**src/common/aerc_defs.svh**
```systemverilog
// Register offsets, field positions and reset values of the converter event and result registers.
`ifndef AERC_DEFS_SVH
`define AERC_DEFS_SVH
`define AERC_OFF_MASKED_STATUS 8'h30
`define AERC_OFF_EVENT_MASK 8'h34
`define AERC_OFF_RAW_STATUS 8'h38
`define AERC_OFF_EVENT_CLEAR 8'h3C
`define AERC_OFF_FINAL_RESULT 8'h44
`define AERC_OFF_UNCAL_RESULT 8'h48
`define AERC_OFF_OFFSET_CAL 8'h4C
`define AERC_OFF_GAIN_CAL 8'h50
`define AERC_OFF_TEST_CTRL 8'h54
`define AERC_OFF_AUDIO_CTRL 8'h58
`define AERC_NUM_EVENTS 7
`define AERC_EVT_RESET 7'h00
`define AERC_MASK_RESET 7'h7F
`define AERC_RAW_W 22
`define AERC_CAL_W 16
`define AERC_USR_LSB 16
`define AERC_TEST_EN_BIT 0
`define AERC_TEST_SEL_LSB 1
`define AERC_TEST_SEL_W 3
`define AERC_AUD_EN_BIT 0
`define AERC_AUD_GAIN_LSB 3
`define AERC_AUD_GAIN_W 3
`define AERC_AUD_CM_LSB 6
`define AERC_AUD_CM_W 3
`define AERC_AUD_CHOP_BIT 9
`define AERC_CM_RESET 3'h4
`define AERC_CHOP_RESET 1'h1
`define AERC_GAIN_RESET 3'h0
`define AERC_ZERO32 32'h0000_0000
`define AERC_GAIN_VAL_RESET 6'h04
`define AERC_CAL_RESET 16'h0000
`define AERC_ROUTE_RESET 8'h00
`define AERC_DRIVE_N_RESET 1'h1
`endif

```
**src/common/aerc_pkg.sv**
```systemverilog
// Types shared by the converter event and result register block.
package aerc_pkg;
  typedef struct packed {
    logic [2:0] preamp_common_mode;
    logic [2:0] preamp_gain;
    logic chop_en;
    logic audio_en;
  } aerc_audio_t;

  typedef struct packed {
    logic [2:0] sel;
    logic en;
  } aerc_test_t;

  typedef enum logic [1:0] {
    AERC_IDLE,
    AERC_ACK
  } aerc_bus_state_t;
endpackage

```
**src/hw/aerc_audio_decode.sv**
```systemverilog
// Decode of the audio preamp and analog test controls into analog-facing signals.
`timescale 1ns/100ps
`include "aerc_defs.svh"
module aerc_audio_decode (
  // Controls
  input wire aerc_pkg::aerc_audio_t audio_i,
  input wire aerc_pkg::aerc_test_t test_i,
  // Decoded
  output logic [5:0] preamp_gain_value_o,
  output logic [7:0] test_route_o,
  output logic test_drive_n_o
);
  always_comb
  begin
    case (audio_i.preamp_gain)
      3'h0: preamp_gain_value_o = 6'h04;
      3'h1: preamp_gain_value_o = 6'h08;
      3'h2: preamp_gain_value_o = 6'h10;
      3'h3: preamp_gain_value_o = 6'h20;
      default: preamp_gain_value_o = 6'h04;
    endcase
  end

  // Output enable is low while the test pin is driven.
  always_comb
  begin
    test_route_o = 8'h00;
    test_drive_n_o = 1'b1;
    if (test_i.en)
    begin
      test_route_o[test_i.sel] = 1'b1;
      test_drive_n_o = 1'b0;
    end
  end
endmodule

```
**src/hw/aerc_event_flags.sv**
```systemverilog
// Sticky raw event flags with write-one-to-clear and masked view.
`timescale 1ns/100ps
`include "aerc_defs.svh"
module aerc_event_flags (
  // Clock and reset
  input wire logic clk_i,
  input wire logic rst_i,
  // Events and clears
  input wire logic [6:0] event_i,
  input wire logic [6:0] clear_i,
  input wire logic [6:0] mask_i,
  // Status
  output logic [6:0] raw_o,
  output logic [6:0] masked_o
);
  logic [6:0] raw_q;

  genvar g;
  generate
    for (g = 0; g < `AERC_NUM_EVENTS; g = g + 1)
    begin : gen_flag
      // A new event wins over a clear in the same cycle so it is never lost.
      always_ff @(posedge clk_i)
      begin
        if (rst_i)
          raw_q[g] <= 1'b0;
        else if (event_i[g])
          raw_q[g] <= 1'b1;
        else if (clear_i[g])
          raw_q[g] <= 1'b0;
        else
          raw_q[g] <= raw_q[g];
      end
    end
  endgenerate

  assign raw_o = raw_q;
  assign masked_o = raw_q & ~mask_i;

  flag_sticky_a: assert property (@(posedge clk_i) disable iff (rst_i)
    $fell(raw_q[0]) |-> $past(clear_i[0]))
    else $error("raw flag cleared without a clear request");
  flag_set_a: assert property (@(posedge clk_i) disable iff (rst_i)
    event_i[3] |=> raw_q[3])
    else $error("event did not set raw flag");
  flag_clear_a: assert property (@(posedge clk_i) disable iff (rst_i)
    (clear_i[5] && !event_i[5]) |=> !raw_q[5])
    else $error("clear did not clear raw flag");
  flag_cover_c: cover property (@(posedge clk_i) disable iff (rst_i)
    raw_q[0] ##1 !raw_q[0]);
endmodule

```
**src/hw/aerc_regs.sv**
```systemverilog
// Wishbone register bank for converter events, results, calibration, test and audio control.
`timescale 1ns/100ps
`include "aerc_defs.svh"
module aerc_regs (
  // Clock and reset
  input wire logic clk_i,
  input wire logic rst_i,
  // Wishbone slave
  input wire logic wb_cyc_i,
  input wire logic wb_stb_i,
  input wire logic wb_we_i,
  input wire logic [7:0] wb_adr_i,
  input wire logic [3:0] wb_sel_i,
  input wire logic [31:0] wb_dat_i,
  output logic [31:0] wb_dat_o,
  output logic wb_ack_o,
  // Converter side
  input wire logic [6:0] event_i,
  input wire logic [31:0] final_result_i,
  input wire logic [21:0] raw_result_i,
  input wire logic [15:0] self_offset_i,
  input wire logic [15:0] self_gain_i,
  // Calibration and analog controls
  output logic [15:0] user_offset_o,
  output logic [15:0] user_gain_o,
  output logic audio_en_o,
  output logic decim_en_o,
  output logic chop_en_o,
  output logic [2:0] preamp_common_mode_o,
  output logic [5:0] preamp_gain_value_o,
  output logic [7:0] test_route_o,
  output logic test_drive_n_o,
  // Interrupt
  output logic irq_o
);
  //////////////////////////////////////////////////////////////////////////////
  // Bus decode.
  aerc_pkg::aerc_bus_state_t state_q;
  logic req;
  logic wr_hit;
  logic [31:0] rd_d;
  logic [6:0] mask_q;
  logic [6:0] clear_d;
  logic [6:0] raw;
  logic [6:0] masked;
  logic [15:0] user_offset_q;
  logic [15:0] user_gain_q;
  aerc_pkg::aerc_audio_t audio_q;
  aerc_pkg::aerc_test_t test_q;
  logic [5:0] gain_val;
  logic [7:0] route;
  logic drive_n;

  assign req = wb_cyc_i && wb_stb_i && (state_q == aerc_pkg::AERC_IDLE);
  assign wr_hit = req && wb_we_i;

  // One registered answer per request, a cycle after it; ack drops the cycle after it rises.
  always_ff @(posedge clk_i)
  begin
    if (rst_i)
      state_q <= aerc_pkg::AERC_IDLE;
    else
    begin
      case (state_q)
        aerc_pkg::AERC_IDLE: if (req) state_q <= aerc_pkg::AERC_ACK;
        aerc_pkg::AERC_ACK: state_q <= aerc_pkg::AERC_IDLE;
        default: state_q <= aerc_pkg::AERC_IDLE;
      endcase
    end
  end

  always_ff @(posedge clk_i)
  begin
    if (rst_i)
      wb_ack_o <= 1'b0;
    else
      wb_ack_o <= req;
  end

  //////////////////////////////////////////////////////////////////////////////
  // Event flags. The clear register is a strobe and does not hold its value.
  always_comb
  begin
    clear_d = `AERC_EVT_RESET;
    if (wr_hit && wb_adr_i == `AERC_OFF_EVENT_CLEAR && wb_sel_i[0])
      clear_d = wb_dat_i[6:0];
  end

  aerc_event_flags u_flags (
    .clk_i(clk_i),
    .rst_i(rst_i),
    .event_i(event_i),
    .clear_i(clear_d),
    .mask_i(mask_q),
    .raw_o(raw),
    .masked_o(masked)
  );

  always_ff @(posedge clk_i)
  begin
    if (rst_i)
      mask_q <= `AERC_MASK_RESET;
    else if (wr_hit && wb_adr_i == `AERC_OFF_EVENT_MASK && wb_sel_i[0])
      mask_q <= wb_dat_i[6:0];
  end

  always_ff @(posedge clk_i)
  begin
    if (rst_i)
      irq_o <= 1'b0;
    else
      irq_o <= |masked;
  end

  //////////////////////////////////////////////////////////////////////////////
  // Calibration user values.
  always_ff @(posedge clk_i)
  begin
    if (rst_i)
      user_offset_q <= `AERC_CAL_RESET;
    else if (wr_hit && wb_adr_i == `AERC_OFF_OFFSET_CAL)
    begin
      if (wb_sel_i[2]) user_offset_q[7:0] <= wb_dat_i[23:16];
      if (wb_sel_i[3]) user_offset_q[15:8] <= wb_dat_i[31:24];
    end
  end

  always_ff @(posedge clk_i)
  begin
    if (rst_i)
      user_gain_q <= `AERC_CAL_RESET;
    else if (wr_hit && wb_adr_i == `AERC_OFF_GAIN_CAL)
    begin
      if (wb_sel_i[2]) user_gain_q[7:0] <= wb_dat_i[23:16];
      if (wb_sel_i[3]) user_gain_q[15:8] <= wb_dat_i[31:24];
    end
  end

  //////////////////////////////////////////////////////////////////////////////
  // Test and audio controls.
  always_ff @(posedge clk_i)
  begin
    if (rst_i)
      test_q <= '0;
    else if (wr_hit && wb_adr_i == `AERC_OFF_TEST_CTRL && wb_sel_i[0])
    begin
      test_q.en <= wb_dat_i[`AERC_TEST_EN_BIT];
      test_q.sel <= wb_dat_i[`AERC_TEST_SEL_LSB +: `AERC_TEST_SEL_W];
    end
  end

  // Bits 8 and 9 sit in byte lane 1, the rest in lane 0; common mode spans both.
  always_ff @(posedge clk_i)
  begin
    if (rst_i)
    begin
      audio_q.audio_en <= 1'b0;
      audio_q.preamp_gain <= `AERC_GAIN_RESET;
      audio_q.preamp_common_mode <= `AERC_CM_RESET;
      audio_q.chop_en <= `AERC_CHOP_RESET;
    end
    else if (wr_hit && wb_adr_i == `AERC_OFF_AUDIO_CTRL && wb_sel_i[0] && wb_sel_i[1])
    begin
      audio_q.audio_en <= wb_dat_i[`AERC_AUD_EN_BIT];
      audio_q.preamp_gain <= wb_dat_i[`AERC_AUD_GAIN_LSB +: `AERC_AUD_GAIN_W];
      audio_q.preamp_common_mode <= wb_dat_i[`AERC_AUD_CM_LSB +: `AERC_AUD_CM_W];
      audio_q.chop_en <= wb_dat_i[`AERC_AUD_CHOP_BIT];
    end
  end

  aerc_audio_decode u_dec (
    .audio_i(audio_q),
    .test_i(test_q),
    .preamp_gain_value_o(gain_val),
    .test_route_o(route),
    .test_drive_n_o(drive_n)
  );

  always_ff @(posedge clk_i)
  begin
    if (rst_i)
    begin
      audio_en_o <= 1'b0;
      decim_en_o <= 1'b0;
      chop_en_o <= `AERC_CHOP_RESET;
      preamp_common_mode_o <= `AERC_CM_RESET;
      preamp_gain_value_o <= `AERC_GAIN_VAL_RESET;
      test_route_o <= `AERC_ROUTE_RESET;
      test_drive_n_o <= `AERC_DRIVE_N_RESET;
      user_offset_o <= `AERC_CAL_RESET;
      user_gain_o <= `AERC_CAL_RESET;
    end
    else
    begin
      audio_en_o <= audio_q.audio_en;
      decim_en_o <= audio_q.audio_en;
      chop_en_o <= audio_q.chop_en;
      preamp_common_mode_o <= audio_q.preamp_common_mode;
      preamp_gain_value_o <= gain_val;
      test_route_o <= route;
      test_drive_n_o <= drive_n;
      user_offset_o <= user_offset_q;
      user_gain_o <= user_gain_q;
    end
  end

  //////////////////////////////////////////////////////////////////////////////
  // Read mux. Reserved bits and unmapped addresses read as zero.
  always_comb
  begin
    rd_d = `AERC_ZERO32;
    case (wb_adr_i)
      `AERC_OFF_MASKED_STATUS: rd_d[6:0] = masked;
      `AERC_OFF_EVENT_MASK: rd_d[6:0] = mask_q;
      `AERC_OFF_RAW_STATUS: rd_d[6:0] = raw;
      `AERC_OFF_EVENT_CLEAR: rd_d = `AERC_ZERO32;
      `AERC_OFF_FINAL_RESULT: rd_d = final_result_i;
      `AERC_OFF_UNCAL_RESULT: rd_d[21:0] = raw_result_i;
      `AERC_OFF_OFFSET_CAL: rd_d = {user_offset_q, self_offset_i};
      `AERC_OFF_GAIN_CAL: rd_d = {user_gain_q, self_gain_i};
      `AERC_OFF_TEST_CTRL: rd_d[3:0] = {test_q.sel, test_q.en};
      `AERC_OFF_AUDIO_CTRL:
        rd_d[9:0] = {audio_q.chop_en, audio_q.preamp_common_mode,
                     audio_q.preamp_gain, 2'b00, audio_q.audio_en};
      default: rd_d = `AERC_ZERO32;
    endcase
  end

  always_ff @(posedge clk_i)
  begin
    if (rst_i)
      wb_dat_o <= `AERC_ZERO32;
    else if (req && !wb_we_i)
      wb_dat_o <= rd_d;
  end

  //////////////////////////////////////////////////////////////////////////////
  // Checks.
  ack_single_a: assert property (@(posedge clk_i) disable iff (rst_i)
    wb_ack_o |=> !wb_ack_o)
    else $error("ack held longer than one cycle");
  ack_timing_a: assert property (@(posedge clk_i) disable iff (rst_i)
    (wb_cyc_i && wb_stb_i && !wb_ack_o) |=> wb_ack_o)
    else $error("ack did not follow request");
  irq_follow_a: assert property (@(posedge clk_i) disable iff (rst_i)
    ##1 irq_o == (|$past(masked)))
    else $error("irq does not follow masked status");
  mask_hide_a: assert property (@(posedge clk_i) disable iff (rst_i)
    (mask_q[2] && raw[2]) |-> !masked[2])
    else $error("masked flag visible");
  chop_reset_a: assert property (@(posedge clk_i)
    $past(rst_i) |-> (audio_q.chop_en && audio_q.preamp_common_mode == `AERC_CM_RESET))
    else $error("audio reset values wrong");
  test_hiz_a: assert property (@(posedge clk_i) disable iff (rst_i)
    !test_q.en |=> test_drive_n_o)
    else $error("test pin driven while disabled");
  audio_en_a: assert property (@(posedge clk_i) disable iff (rst_i)
    ##1 (audio_en_o == $past(audio_q.audio_en)) && (decim_en_o == audio_en_o))
    else $error("audio enable not applied");
  raw_read_a: assert property (@(posedge clk_i) disable iff (rst_i)
    (req && !wb_we_i && wb_adr_i == `AERC_OFF_UNCAL_RESULT) |=>
      (wb_dat_o[31:22] == 10'h000 && wb_dat_o[21:0] == $past(raw_result_i)))
    else $error("raw result read wrong");
  final_read_a: assert property (@(posedge clk_i) disable iff (rst_i)
    (req && !wb_we_i && wb_adr_i == `AERC_OFF_FINAL_RESULT) |=>
      wb_dat_o == $past(final_result_i))
    else $error("final result read wrong");
  cover_read_c: cover property (@(posedge clk_i) req && !wb_we_i ##1 wb_ack_o);
  cover_clear_c: cover property (@(posedge clk_i) |clear_d);
  cover_irq_c: cover property (@(posedge clk_i) $rose(irq_o));
endmodule

```
**config.mk**
```make
export PLATFORM = sky130hd
export DESIGN_NAME = aerc_regs
export DESIGN_NICKNAME = d
export VERILOG_FILES = /design/src/common/aerc_pkg.sv /design/src/hw/aerc_audio_decode.sv /design/src/hw/aerc_event_flags.sv /design/src/hw/aerc_regs.sv
export VERILOG_INCLUDE_DIRS = /design/src /design/src/common
export SDC_FILE = /design/constraint.sdc
export NUM_CORES = 1
export LEC_CHECK = 0
export ABC_AREA = 0
export BUFFER_PORTS_ARGS = -buffer_cell sky130_fd_sc_hd__buf_2
export CORE_MARGIN = 8
export CORE_UTILIZATION = 52
export DETAILED_ROUTE_END_ITERATION = 8
export GPL_TIMING_DRIVEN = 1
export PLACE_DENSITY_LB_ADDON = 0.25
export SKIP_LAST_GASP = 1
export SLEW_MARGIN = 20
export SYNTH_ARGS = -nofsm -noshare
export SYNTH_HDL_FRONTEND = slang
export SYNTH_SLANG_ARGS = --single-unit
```
**constraint.sdc**
```tcl
create_clock -name clk_i -period 4.92 [get_ports clk_i]
set_clock_uncertainty 0.15 [all_clocks]
set_input_delay 0.738 -clock clk_i [delete_from_list [all_inputs] [get_ports clk_i]]
set_output_delay 0.738 -clock clk_i [all_outputs]
set_load 0.02 [all_outputs]
```
==> key figures <==
Yosys
  • Compound-gate portion of the synthesized area: 0.1522
  • Synthesis-stage register bit count: 143
  • Post-synthesis simple-gate area fraction: 0.2532
  • Largest family of logic cells by synthesized area: simple AND/OR/NAND/NOR gates
  • Predominant post-synthesis flop cell: dfxtp_1
  • Fraction of registers with async set/reset: 0
  • Xor/xnor share of the synthesized area: 0
  • Post-Syn Area per Cell: ~9.4 µm²
  • Syn. warnings: 0
  • Post-synthesis cell type count: 63
  • Post-synthesis mux area share: 0.07287
  • Netlist Area Pre-Place: 6216 µm²
  • Post-synth EDFFs: 0
  • Syn Inst Count: 658
  • Seq/Total Area, Yosys: 0.4605
  • Synth Area in Adders: 0

Detailed routing
  • Via count: 5,918
  • DR pass1 iterations: 7
  • Vias/cell: ~5.9
  • Final Routed Wirelength: about 20 mm
  • DRC viols: 0
  • WL per Instance: 19.50 µm
  • Final ANT Viol Nets: 0
  • Drt initial violations: 619

Global route
  • Met1 Resource Use GR: 0.2801
  • Vias in the first global route: 6,012
  • Largest net degree at the start of global routing: 65
  • GR peak layer: met2
  • Met3 Usage GRT: 0.07055
  • M2 GR Usage: 0.4110
  • Initial antenna violation count: 1
  • Grt total ovfl: 0
  • Gr usage total: 0.2449
  • First-pass GRT wire length: between 30 and 40 mm

Power and ir drop
  • Seq pwr share: 0.435
  • Clock Power Share: 0.501
  • Internal: 2.094 mW
  • Net Sw Frac: 0.2201
  • Combinational share of power: 0.063
  • Peak VDD IR: 0.0001961 V
  • Leak pwr: 3.713 nW
  • Psw: a little under 0.6 mW
  • PwrDens: 339.1 nW/µm²

Timing
  • Final worst-path cycle share: 0.5398
  • Minimum clock period: 2.656 ns
  • Fin. Hold Viols: 0
  • Final Slew Violations: 0
  • Achievable Freq: 376.5 MHz
  • RSZ-0062 raised after global routing: false
  • Final setup fails: 0
  • Setup TNS: 0 ns
  • Tightest Pin Transition: 0.7544 ns
  • Normalized max-slew margin: 0.4971

Floorplan
  • Die area: 15,710 µm²
  • Die width: 125.3 µm
  • Starting Density: 0.5241
  • # IOs: 229
  • DIE HEIGHT: 125.3 µm
  • Core area: between 10,000 and 15,000 µm²
  • Std-Cell Rows: 40

Critical path
  • Cell family with most CP delay: simple AND/OR/NAND/NOR gates
  • Critical path buffers and inverters: 2
  • FF-to-FF setup slack: 2.73 ns
  • Setup CP Type: in2reg
  • Max stage delay cell, worst path: and2_1
  • Critical Path End Type: flip-flop
  • Crit-path max cell delay: 0.70 ns
  • WP depth: 6
  • Reg2reg end: wb_dat_o[19]
  • CP max FO: 45
  • Worst Reg-to-Reg Cells: 4
  • Cell breakdown of the critical path: buf_2, nor4b_4, buf_4, and2_1, a222oi_1, o21ai_0
  • Required time of the critical path: 5.10 ns
  • Crit path DAT: between 2 and 3 ns
  • Critical R2R Launch: state_q[0]
  • Crit path launch type: primary input

Status
  • Status: complete, no violations

Finish
  • Nets: a little under 1k
  • Fin cells: 1,009
  • Filler cells: 969
  • P&R area growth vs syn: 27.40%
  • Register area: 2863 µm²
  • Layout cells sized above 1: 0.3244
  • Multi-input logic area: 3007 µm²
  • Final Instance Area: 7919 µm²

Clock network
  • Post-CTS sizing: 0
  • Root buffer cell: clkbuf_16
  • H-tree depth: 4
  • Reg clk slew, reported paths: 0.06 ns
  • CTS Buf Count: 17
  • Post-CTS Setup Repair Bufs: 0
  • Clk sinks: 143
  • CTS tree: yes
  • Latest clock arrival within the worst-skew pair: roughly 0.42 ns
  • Max clock buf depth: 2
  • # hold bufs at CTS: 0

Run
  • Max-cap violations: 0

Placement
  • Hpwl dp: 14.29 mm
  • Placed cells: between 900 and 1k
  • Routability cong.: 0.9025
  • Number of port buffers: 220
  • Placed Area: 7289 µm²

Min path
  • Worst Hold Path EP: wb_dat_o[28]
  • Hold depth: 2
  • Hold Crit Class: reg2reg
  • Hold Startpoint: wb_dat_o[28]
[per-layer routing]
layer | up-vias | routed length [µm] | part of all wire
met5 | - | 0 | 0
met4 | 0 | 587 | 0.030
met3 | 46 | 1685 | 0.086
met2 | 317 | 9614 | 0.49
met1 | 2781 | 7786 | 0.40
li1 | 2774 | - | -
[stage by stage]
| step | total power, mW | worst slack, ns | utilization | hold WS (ns) |
|---|---|---|---|---|
| floorplan | 1.277 | 2.649 | - | 0.2848 |
| global placement | 1.357 | 1.823 | 0.6146 | 0.2878 |
| detailed placement | 1.361 | 1.774 | 0.6146 | 0.2911 |
| CTS | 2.690 | 2.193 | 0.6662 | 0.2988 |
| global route | 2.760 | 2.150 | 0.6674 | 0.3208 |
| finish | 2.685 | 2.264 | 0.6676 | 0.2983 |
[power groups by stage]
| stage | clock network, mW | logic [mW] | registers (mW) |
|---|---|---|---|
| after detailed placement | 0 | 0.167 | 1.19 |
| after global routing | 1.41 | 0.182 | 1.17 |
| after floorplan | 0 | 0.0832 | 1.19 |
| after global placement | 0 | 0.163 | 1.19 |
| after CTS | 1.35 | 0.168 | 1.17 |
| final | 1.35 | 0.170 | 1.17 |
[cell families (layout without fill, tap and decap cells)]
family          Yosys count  in the layout
buf+inv                  81            282
compound gates          130            130
simple gates            258            258
flops                   143            143
other cells               1              4
mux                      45             45
[flip-flops by register name, summed over array words and instances, names as in the netlist]
signal,cells
state_q,1
user_offset_o,16
test_drive_n_o,1
decim_en_o,1
test_route_o,8
u_flags.raw_o,7
audio_q,8
preamp_common_mode_o,3
preamp_gain_value_o,4
user_gain_o,16
chop_en_o,1
irq_o,1
test_q,4
wb_dat_o,32
user_gain_q,16
mask_q,7
user_offset_q,16
wb_ack_o,1
[cell usage in the layout, fill, tap and decap left out, types with 5 or more instances in the layout]
| master | n |
|---|---|
| clkbuf_16 | 17 |
| o21ai_0 | 23 |
| and3_1 | 6 |
| buf_2 | 220 |
| inv_1 | 24 |
| a21oi_1 | 18 |
| nor2b_1 | 45 |
| dfxtp_1 | 143 |
| nor2_1 | 47 |
| nand2_1 | 27 |
| a22o_1 | 21 |
| a31oi_1 | 5 |
| a211oi_1 | 6 |
| a22oi_1 | 6 |
| nand3_1 | 57 |
| a221oi_1 | 10 |
| o21ai_1 | 9 |
| nand4_1 | 15 |
| mux2i_1 | 43 |
| o211ai_1 | 8 |
| buf_4 | 6 |
| a222oi_1 | 12 |
| nor3_1 | 7 |
[how the worst max path moves through the flow]
stage | startpoint | to | slack, ns
finish | wb_adr_i[5] | wb_dat_o[30] | 2.26
CTS | wb_adr_i[3] | wb_dat_o[6] | 2.19
global placement | wb_adr_i[3] | wb_dat_o[6] | 1.82
floorplan | wb_adr_i[3] | wb_dat_o[25] | 2.65
detailed placement | wb_adr_i[3] | wb_dat_o[6] | 1.77
global route | wb_adr_i[5] | wb_dat_o[30] | 2.15
[area by class of cell]
type	instances	area share
Antenna cell	2	0.0006320
Multi-Input combinational cell	435	0.3797
Clock inverter	9	0.02007
Timing Repair Buffer	227	0.1462
Tap cell	147	0.02323
Clock buffer	22	0.05736
Inverter	24	0.01138
Sequential cell	143	0.3615
[worst reg2reg max path: cells and delay by family (launching register included)]
family	cells	cell delay (ns)
AO/OA/AOI/OAI	1	0.25
flip-flops	1	0.34
AND/OR/NAND/NOR	3	1.39
[cell usage after synthesis, types with 7 or more instances]
cell type / n / area share
dfxtp_1: 143 / 0.46
nand3_1: 57 / 0.046
nor2_1: 48 / 0.029
nor2b_1: 45 / 0.045
mux2i_1: 43 / 0.069
nand2_1: 27 / 0.016
clkbuf_1: 26 / 0.016
inv_1: 24 / 0.014
o21ai_0: 23 / 0.019
a22o_1: 21 / 0.030
buf_2: 19 / 0.015
a21oi_1: 18 / 0.014
nand4_1: 15 / 0.015
a222oi_1: 12 / 0.019
a221oi_1: 10 / 0.014
buf_4: 9 / 0.011
o21ai_1: 9 / 0.0072
o211ai_1: 8 / 0.0097
nor3_1: 7 / 0.0056
No activity file was read; power rests on OpenSTA's default activity.
